`src/hdl/scsi_err_regs.vh`:
```
/*
 * Register offsets, field positions and reset values for the SCSI
 * parity/CRC/AIP error-control block.
 * Assumes inclusion by the block's design file only; definitions only.
 */
`ifndef SCSI_ERR_REGS_VH
`define SCSI_ERR_REGS_VH

// register offsets (8-bit address)
`define OFF_SCSI_CONTROL_ZERO    8'h00
`define OFF_SCSI_CONTROL_ONE     8'h01
`define OFF_SCSI_CONTROL_FOUR    8'h02
`define OFF_CRC_CONTROL_ZERO     8'h03
`define OFF_SCSI_IRQ_ENABLE_ONE  8'h04
`define OFF_SCSI_IRQ_STATUS_ZERO 8'h05
`define OFF_DMA_IRQ_ENABLE       8'h06
`define OFF_DMA_STATUS           8'h07
`define OFF_EVT_STATUS           8'h08
`define OFF_EVT_ENABLE           8'h09
`define OFF_EVT_CLEAR            8'h0A

// scsi_control_zero fields
`define B_ERROR_CHECK_ENABLE     3
`define B_CRC_REQ_PENDING        2
`define B_ATTENTION_ON_ERROR     1
// scsi_control_one fields
`define B_HALT_ON_ERROR_DISABLE  5
// scsi_control_four fields
`define B_AIP_ENABLE             6
// crc_control_zero fields
`define B_CRC_CHECK_DISABLE      7
`define B_CRC_PROTO_DISABLE      6
`define B_CRC_COUNTER_RESET      5
`define CRC_INTERVAL_MSB         3
// scsi_irq_enable_one / scsi_irq_status_zero fields
`define B_PARITY_IRQ             0
// dma enable / status fields
`define B_MASTER_PARITY          6
// event status fields
`define B_EV_SCSI_ERR            0
`define B_EV_GROSS_ERR           1
`define B_EV_MASTER_PARITY       2
`define B_EV_HALT                3

// interval codes
`define CRC_CODE_MAX             4'hA
`define CRC_BASE_SHIFT           7

`define RST_BYTE                 8'h00
`define EV_WIDTH                 4

`endif

```
`src/hdl/scsi_crc_parity_error_control.v`:
```
/*
 * SCSI parity/CRC/AIP error control: checking enables, interval CRC
 * requests in target DT data phases, CRC protocol check, halt and
 * interrupt policy, master data parity interrupt masking.
 * Assumes all inputs but nrst synchronous to ref_clk, a simple strobe register
 * port, and that the bus engine reports phases and byte transfers.
 */
`timescale 1ns/1ps
`include "scsi_err_regs.vh"

module scsi_crc_parity_error_control (
   input  wire        ref_clk,
   input  wire        nrst,
   input  wire        clk_en,
   input  wire [7:0]  reg_addr,
   input  wire [7:0]  reg_wdata,
   input  wire        reg_wr,
   input  wire        reg_rd,
   output reg  [7:0]  reg_rdata,
   input  wire        target_mode,
   input  wire        dt_data_phase,
   input  wire        cmd_stat_msg_phase,
   input  wire        phase_change,
   input  wire        byte_xfer,
   input  wire [7:0]  rx_data,
   input  wire        rx_parity,
   input  wire        rx_aip_ok,
   input  wire        crc_error,
   input  wire        crc_req_sent,
   input  wire        transfer_end,
   input  wire        master_parity_err,
   output reg         crc_req,
   output reg         aip_gen_enable,
   output reg         scsi_atn,
   output reg         halt,
   output reg         interrupt_pin_a,
   output reg         irq
);

   reg        rst_s1_reg;
   reg        rst_n_reg;
   reg  [7:0] scsi_control_zero_reg;
   reg  [7:0] scsi_control_one_reg;
   reg  [7:0] scsi_control_four_reg;
   reg  [7:0] crc_control_zero_reg;
   reg  [7:0] scsi_irq_enable_one_reg;
   reg        scsi_irq_status_zero_reg;
   reg  [7:0] dma_irq_enable_reg;
   reg        dma_status_reg;
   reg  [`EV_WIDTH-1:0] ev_status_reg;
   reg  [`EV_WIDTH-1:0] ev_enable_reg;
   reg  [16:0] crc_cnt_reg;
   reg        crc_pend_reg;
   reg        data_since_req_reg;
   reg        halt_pending_reg;

   wire [3:0] code = crc_control_zero_reg[`CRC_INTERVAL_MSB:0];
   wire [16:0] interval;
   wire       parity_err;
   wire       aip_err;
   wire       crc_err_q;
   wire       gross_err;
   wire       scsi_err;
   wire       interval_hit;
   wire       wr_hit_clear;
   wire       counted_byte;
   wire       rd_irq_status;
   wire       rd_dma_status;
   wire       wr_irq_status;
   wire       wr_crc_control;
   reg  [7:0] rdata_next;

   ////////////////////////////////////////////////////////////////////////
   // interval decode; reserved codes return zero so requests stay off

   function [16:0] crc_interval;
      input [3:0] c;
      begin
         if (c == 4'h0 || c > `CRC_CODE_MAX)
            crc_interval = 17'h00000;
         else
            // five-bit sum: code ten needs a shift of sixteen
            crc_interval = 17'h00001 << ({1'b0, c} + 5'h06);
      end
   endfunction

   // strobe and offset match, shared by every side-effect decode
   function addr_hit;
      input       strobe;
      input [7:0] addr;
      input [7:0] offset;
      begin
         addr_hit = strobe && (addr == offset);
      end
   endfunction

   assign interval = crc_interval(code);

   assign parity_err = scsi_control_zero_reg[`B_ERROR_CHECK_ENABLE] & byte_xfer &
                       ~(^{rx_data, rx_parity});
   assign aip_err = scsi_control_four_reg[`B_AIP_ENABLE] & cmd_stat_msg_phase & byte_xfer & ~rx_aip_ok;
   assign crc_err_q = crc_error & ~crc_control_zero_reg[`B_CRC_CHECK_DISABLE];
   assign gross_err = phase_change & dt_data_phase & data_since_req_reg &
                      ~crc_control_zero_reg[`B_CRC_PROTO_DISABLE];
   assign scsi_err = parity_err | aip_err | crc_err_q;
   assign counted_byte = target_mode & dt_data_phase & byte_xfer;
   // compared one ahead so the request leaves right after the last byte of the interval
   assign interval_hit = counted_byte & (interval != 17'h00000) & (crc_cnt_reg + 17'h00001 >= interval);

   ////////////////////////////////////////////////////////////////////////
   // strobe decode

   assign wr_hit_clear   = addr_hit(reg_wr, reg_addr, `OFF_EVT_CLEAR);
   assign rd_irq_status  = addr_hit(reg_rd, reg_addr, `OFF_SCSI_IRQ_STATUS_ZERO);
   assign rd_dma_status  = addr_hit(reg_rd, reg_addr, `OFF_DMA_STATUS);
   assign wr_irq_status  = addr_hit(reg_wr, reg_addr, `OFF_SCSI_IRQ_STATUS_ZERO);
   assign wr_crc_control = addr_hit(reg_wr, reg_addr, `OFF_CRC_CONTROL_ZERO);

   ////////////////////////////////////////////////////////////////////////
   // reset release

   always @(posedge ref_clk or negedge nrst) begin
      if (!nrst) begin
         rst_s1_reg <= 1'b0;
         rst_n_reg  <= 1'b0;
      end else begin
         rst_s1_reg <= 1'b1;
         rst_n_reg  <= rst_s1_reg;
      end
   end

   ////////////////////////////////////////////////////////////////////////
   // control registers and self-clearing counter reset

   always @(posedge ref_clk or negedge rst_n_reg) begin
      if (!rst_n_reg) begin
         scsi_control_zero_reg    <= `RST_BYTE;
         scsi_control_one_reg     <= `RST_BYTE;
         scsi_control_four_reg    <= `RST_BYTE;
         crc_control_zero_reg     <= `RST_BYTE;
         scsi_irq_enable_one_reg  <= `RST_BYTE;
         dma_irq_enable_reg       <= `RST_BYTE;
         ev_enable_reg            <= 4'h0;
      end else if (clk_en) begin
         // register writes
         if (reg_wr) begin
            if (reg_addr == `OFF_SCSI_CONTROL_ZERO)
               scsi_control_zero_reg <= reg_wdata;
            else if (reg_addr == `OFF_SCSI_CONTROL_ONE)
               scsi_control_one_reg <= reg_wdata;
            else if (reg_addr == `OFF_SCSI_CONTROL_FOUR)
               scsi_control_four_reg <= reg_wdata;
            else if (reg_addr == `OFF_CRC_CONTROL_ZERO)
               crc_control_zero_reg <= reg_wdata;
            else if (reg_addr == `OFF_SCSI_IRQ_ENABLE_ONE)
               scsi_irq_enable_one_reg <= reg_wdata;
            else if (reg_addr == `OFF_DMA_IRQ_ENABLE)
               dma_irq_enable_reg <= reg_wdata;
            else if (reg_addr == `OFF_EVT_ENABLE)
               ev_enable_reg <= reg_wdata[`EV_WIDTH-1:0];
         end
         // self-clearing reset bit
         // a fresh write of the bit wins, so it always stands for one cycle
         if (crc_control_zero_reg[`B_CRC_COUNTER_RESET] && !wr_crc_control)
            crc_control_zero_reg[`B_CRC_COUNTER_RESET] <= 1'b0;
      end
   end

   ////////////////////////////////////////////////////////////////////////
   // crc protocol state: pending flag and data since the last request

   always @(posedge ref_clk or negedge rst_n_reg) begin
      if (!rst_n_reg) begin
         crc_pend_reg       <= 1'b1;
         data_since_req_reg <= 1'b0;
      end else if (clk_en) begin
         // pending flag
         // a byte beside the sent request counts as data since, so the flag stays
         if (byte_xfer)
            data_since_req_reg <= 1'b1;
         else if (crc_req_sent)
            data_since_req_reg <= 1'b0;
         if (byte_xfer)
            crc_pend_reg <= 1'b1;
         else if (crc_req_sent)
            crc_pend_reg <= 1'b0;
      end
   end

   ////////////////////////////////////////////////////////////////////////
   // error response: attention and halt

   always @(posedge ref_clk or negedge rst_n_reg) begin
      if (!rst_n_reg) begin
         halt_pending_reg <= 1'b0;
         scsi_atn         <= 1'b0;
         halt             <= 1'b0;
      end else if (clk_en) begin
         if (scsi_err & ~target_mode & scsi_control_zero_reg[`B_ATTENTION_ON_ERROR])
            scsi_atn <= 1'b1;
         else if (phase_change)
            scsi_atn <= 1'b0;

         if (scsi_err | gross_err) begin
            if (target_mode & scsi_control_one_reg[`B_HALT_ON_ERROR_DISABLE] & ~transfer_end)
               halt_pending_reg <= 1'b1;
            else
               halt <= 1'b1;
         end else if (halt_pending_reg & transfer_end) begin
            halt_pending_reg <= 1'b0;
            halt <= 1'b1;
         end else if (wr_irq_status) begin
            halt <= 1'b0;
         end

      end
   end

   ////////////////////////////////////////////////////////////////////////
   // crc interval counter

   always @(posedge ref_clk or negedge rst_n_reg) begin
      if (!rst_n_reg) begin
         crc_cnt_reg <= 17'h00000;
         crc_req     <= 1'b0;
      end else if (clk_en) begin
         // counter clear
         // seventeen bits so the 65536-byte interval compares without wrapping
         if (crc_control_zero_reg[`B_CRC_COUNTER_RESET])
            crc_cnt_reg <= 17'h00000;
         else if (interval_hit)
            crc_cnt_reg <= 17'h00000;
         else if (counted_byte)
            crc_cnt_reg <= crc_cnt_reg + 17'h00001;
         crc_req <= interval_hit;
      end
   end

   ////////////////////////////////////////////////////////////////////////
   // sticky status flags; a new event beats a clear in the same cycle

   always @(posedge ref_clk or negedge rst_n_reg) begin
      if (!rst_n_reg) begin
         scsi_irq_status_zero_reg <= 1'b0;
         dma_status_reg           <= 1'b0;
         ev_status_reg            <= 4'h0;
      end else if (clk_en) begin
         if (scsi_err)
            scsi_irq_status_zero_reg <= 1'b1;
         else if (rd_irq_status)
            scsi_irq_status_zero_reg <= 1'b0;
         if (master_parity_err)
            dma_status_reg <= 1'b1;
         else if (rd_dma_status)
            dma_status_reg <= 1'b0;
         // event order: deferred halt, master parity, gross error, scsi error
         ev_status_reg <= (ev_status_reg & ~(wr_hit_clear ? reg_wdata[`EV_WIDTH-1:0] : 4'h0)) |
                          {halt_pending_reg & transfer_end, master_parity_err, gross_err, scsi_err};
      end
   end

   ////////////////////////////////////////////////////////////////////////
   // read multiplexer; unmapped offsets read as zero

   always @* begin
      rdata_next = 8'h00;
      if (reg_rd) begin
         if (reg_addr == `OFF_SCSI_CONTROL_ZERO)
            rdata_next = {scsi_control_zero_reg[7:3], crc_pend_reg, scsi_control_zero_reg[1:0]};
         else if (reg_addr == `OFF_SCSI_CONTROL_ONE)
            rdata_next = scsi_control_one_reg;
         else if (reg_addr == `OFF_SCSI_CONTROL_FOUR)
            rdata_next = scsi_control_four_reg;
         else if (reg_addr == `OFF_CRC_CONTROL_ZERO)
            rdata_next = crc_control_zero_reg;
         else if (reg_addr == `OFF_SCSI_IRQ_ENABLE_ONE)
            rdata_next = scsi_irq_enable_one_reg;
         else if (reg_addr == `OFF_SCSI_IRQ_STATUS_ZERO)
            rdata_next = {7'h00, scsi_irq_status_zero_reg};
         else if (reg_addr == `OFF_DMA_IRQ_ENABLE)
            rdata_next = dma_irq_enable_reg;
         else if (reg_addr == `OFF_DMA_STATUS)
            rdata_next = {1'b0, dma_status_reg, 6'h00};
         else if (reg_addr == `OFF_EVT_STATUS)
            rdata_next = {4'h0, ev_status_reg};
         else if (reg_addr == `OFF_EVT_ENABLE)
            rdata_next = {4'h0, ev_enable_reg};
      end
   end

   ////////////////////////////////////////////////////////////////////////
   // registered outputs; the pins lag their status flags by one cycle

   always @(posedge ref_clk or negedge rst_n_reg) begin
      if (!rst_n_reg) begin
         reg_rdata       <= 8'h00;
         aip_gen_enable  <= 1'b0;
         interrupt_pin_a <= 1'b0;
         irq             <= 1'b0;
      end else if (clk_en) begin
         aip_gen_enable  <= scsi_control_four_reg[`B_AIP_ENABLE] & cmd_stat_msg_phase;
         interrupt_pin_a <= (scsi_irq_status_zero_reg & scsi_irq_enable_one_reg[`B_PARITY_IRQ]) |
                            (dma_status_reg & dma_irq_enable_reg[`B_MASTER_PARITY]);
         irq             <= |(ev_status_reg & ev_enable_reg);
         // read data stands for one cycle only
         reg_rdata       <= rdata_next;
      end
   end

endmodule

```
`config.mk`:
```
export PLATFORM = sky130hd
export DESIGN_NAME = scsi_crc_parity_error_control
export DESIGN_NICKNAME = d
export VERILOG_FILES = /design/src/hdl/scsi_crc_parity_error_control.v
export VERILOG_INCLUDE_DIRS = /design/src /design/src/hdl
export SDC_FILE = /design/constraint.sdc
export NUM_CORES = 1
export LEC_CHECK = 0
export BUFFER_PORTS_ARGS = -buffer_cell sky130_fd_sc_hd__buf_2
export CORE_AREA = 5 5 129 131
export DETAILED_ROUTE_END_ITERATION = 12
export DIE_AREA = 0 0 134 136
export GPL_TIMING_DRIVEN = 0
export PLACE_DENSITY_LB_ADDON = 0.3
export SETUP_SLACK_MARGIN = 0.3
export SYNTH_ARGS = -nofsm -noshare
export SYNTH_HDL_FRONTEND = slang
export SYNTH_SLANG_ARGS = --single-unit
```
`constraint.sdc`:
```
create_clock -name ref_clk -period 7.1 [get_ports ref_clk]
set_clock_uncertainty 0.2 [all_clocks]
set_input_delay 0.355 -clock ref_clk [delete_from_list [all_inputs] [get_ports ref_clk]]
set_output_delay 0.355 -clock ref_clk [all_outputs]
set_load 0.1 [all_outputs]
```
==> results.sh <==
export IMPL_htreeDepth=3
export IMPL_min_path_type="in2reg"
export IMPL_dpl_hpwl_mm=10.4
export IMPL_grt_busiest_layer="met2"
export IMPL_vias_per_cell=5.35
export IMPL_setup_viol=0
export IMPL_io_pins=54
export IMPL_synth_seq_cells=93
export IMPL_power_mw=1.26
export IMPL_fp_coreArea_um2=15500
export IMPL_die_area_um2=18200
export IMPL_yosys_most_used_dff="dfrtp_1"
export IMPL_finalNetCount=648
export IMPL_synth_cell_types=57
export IMPL_fp_dieW_um=134
export IMPL_regArea_um2=2330
export IMPL_clkTransAtPathRegs_ns=0.07
export IMPL_syn2layout_area_growth_pct=16.2
export IMPL_worstPathArrival_ns=4.03
export IMPL_reg2reg_depth=15
export IMPL_post_cts_repair_setup_buffers=0
export IMPL_initial_core_util_pct=34.0
export IMPL_drt_total_wl_mm=14.1
export IMPL_leakage_nw=2.78
export IMPL_r2r_end="crc_cnt_reg[10]"
export IMPL_vias=4205
export IMPL_grt_max_degree=51
export IMPL_drive_gt1_share_pct=21.5
export IMPL_cts_sinks=93
export IMPL_worstSkewPairLatency_ns=0.35
export IMPL_drv_cap=0
export IMPL_syn_avg_cell_area_um2=9.99
export IMPL_diodes=0
export IMPL_finalHoldViolations=0
export IMPL_die_h_um=136
export IMPL_grt_pass1_vias=4401
export IMPL_path_class="reg2reg"
export IMPL_drc=0
export IMPL_cts_inserted_buffers=9
export IMPL_ir_drop_uv=150
export IMPL_setup_tns_ns=0
export IMPL_status="complete, no violations"
export IMPL_drt_first_pass_iters=4
export IMPL_p_per_area_nw_per_um2=207
export IMPL_grt_use_met1_pct=21.5
export IMPL_slew_headroom_pct=40.3
export IMPL_gr_usage_met2_pct=26.8
export IMPL_min_delay_path_depth=3
export IMPL_cts_tree="yes"
export IMPL_cp_max_fo=10
export IMPL_fill_cells=1529
export IMPL_yosys_warnings=0
export IMPL_hold_slack_ns=0.0578
export IMPL_multi_input_area_um2=2770
export IMPL_worstHoldStart="cmd_stat_msg_phase"
export IMPL_final_period_utilization_pct=55.8
export IMPL_worstPathRequired_ns=7.17
export IMPL_wl_per_cell_um=17.9
export IMPL_max_slew_worst_pin_slew_ns=0.890
export IMPL_largest_reg_flops=17
export IMPL_yosysSeqAreaShare_pct=44.3
export IMPL_final_max_slew_violation_count=0
export IMPL_setup_ws_ns=3.14
export IMPL_clockRootBuffer="clkbuf_16"
export IMPL_synth_edff_count=0
export IMPL_postRouteAntennaNets=0
export IMPL_max_freq_ghz=0.252
export IMPL_async_reset_ff_share_pct=100
export IMPL_most_common_layout_cells="91 x dfrtp_1, 61 x nand2_1, 51 x buf_2"
export IMPL_worstSetupEndpointType="register"
export IMPL_r2r_setup_slack_ns=3.14
export IMPL_grt_pass1_wl_mm=23.3
export IMPL_timing_rr_start="crc_control_zero_reg[1]"
export IMPL_num_rows=46
export IMPL_final_common_cell="dfrtp_1"
export IMPL_use_met3_pct=3.37
export IMPL_syn_num_nets=585
export IMPL_rsz0062_at_grt="no"
export IMPL_place_congestion=0.889
export IMPL_hold_end="aip_gen_enable"
export IMPL_synth_area_um2=5260
export IMPL_netlist_instances=526
export IMPL_io_buffers=50
export IMPL_cts_path_max_buffers=2
export IMPL_cp_start_kind="register"
export IMPL_fin_crit_ns=3.96
export IMPL_grt_overflow=0
export IMPL_antenna_found_initial=0
export IMPL_drt_iter0_drc=209
export IMPL_preCtsSetupSlack_ns=3.17
export IMPL_grt_total_usage_pct=16.2
## worst max-delay path by stage
stage	startpoint	to	slack, ns
after CTS	crc_control_zero_reg[1]	crc_cnt_reg[10]	3.16
final	crc_control_zero_reg[1]	crc_cnt_reg[10]	3.14
after global placement	rst_n_reg	crc_cnt_reg[11]	3.00
after detailed placement	crc_control_zero_reg[1]	crc_cnt_reg[0]	3.17
after global routing	crc_cnt_reg[0]	crc_cnt_reg[7]	2.76
after floorplan	crc_control_zero_reg[1]	crc_cnt_reg[0]	3.64
## layout make-up
cell class,instances,share of cell area [%]
multi-input combinational,392,45.3
sequential,93,38.2
timing repair buffer,52,4.71
tap,192,3.93
clock buffer,10,3.91
buffer,24,1.62
clock inverter,6,1.27
inverter,17,1.04
## synth_stat cells, drive strengths merged, types with 7 or more instances
| cell | instances | area (um2) |
|---|---|---|
| xnor2 | 15 | 131 |
| ha | 19 | 238 |
| inv | 17 | 63.8 |
| mux2i | 12 | 120 |
| and3 | 7 | 43.8 |
| o2111ai | 7 | 61.3 |
| o21ai | 43 | 215 |
| dfrtp | 92 | 2300 |
| nor2b | 10 | 62.6 |
| nor3 | 10 | 60.1 |
| nor2 | 21 | 78.8 |
| a21oi | 23 | 115 |
| mux2 | 49 | 578 |
| nand2 | 61 | 229 |
| nand3 | 18 | 90.1 |
| clkbuf | 20 | 75.1 |
| nand2b | 19 | 119 |
## metal layers
| layer | part of all wire (%) | routed length [um] |
|---|---|---|
| met5 | 0 | 0 |
| met2 | 49 | 6940 |
| met1 | 46 | 6490 |
| met4 | 1.3 | 189 |
| met3 | 3.4 | 479 |
## what timing repair did
item,in CTS,in global routing
setup endpoints to repair,0,0
resized for setup,0,0
hold buffers,1,0
hold endpoints to repair,2,0
## where the power goes
| group | total, mW | switching (mW) | internal (mW) |
|---|---|---|---|
| registers | 0.576 | 0.0253 | 0.551 |
| clock network | 0.514 | 0.225 | 0.290 |
| logic | 0.173 | 0.102 | 0.0701 |
## critical path, stage by stage (launching register included)
cell and delay, ns:
dfrtp_1 0.47, inv_1 0.18, ha_1 0.19, clkbuf_1 0.30
nor2b_1 0.26, a21oi_1 0.10, nor2_1 0.13, nand2_1 0.08
ha_1 0.32, a21oi_1 0.14, o21ai_0 0.09, a21o_1 0.18
a221o_1 0.36, a211o_1 0.37, or2_2 0.33, o2bb2ai_1 0.16
## through the flow
step / utilization (%) / std cells / cell area [um2]
after floorplan: - / 526 / 5260
after global placement: 37.1 / 768 / 5750
after detailed placement: 37.4 / 769 / 5780
after CTS: 39.5 / 786 / 6110
after global routing: 39.5 / 786 / 6110
final: 39.5 / 786 / 6110
## cells by family after synthesis
group / count (synthesis) / share of synthesized area (%)
AND/OR/NAND/NOR: 170 / 16.2
AO/OA/AOI/OAI: 119 / 14.6
XOR/XNOR: 22 / 3.93
adder cells (fa/ha/maj): 19 / 4.52
other: 1 / 0.0713
buffers and inverters: 41 / 3.09
flip-flops: 93 / 44.3
multiplexers: 61 / 13.3
Power figures use the tool's default switching activity.
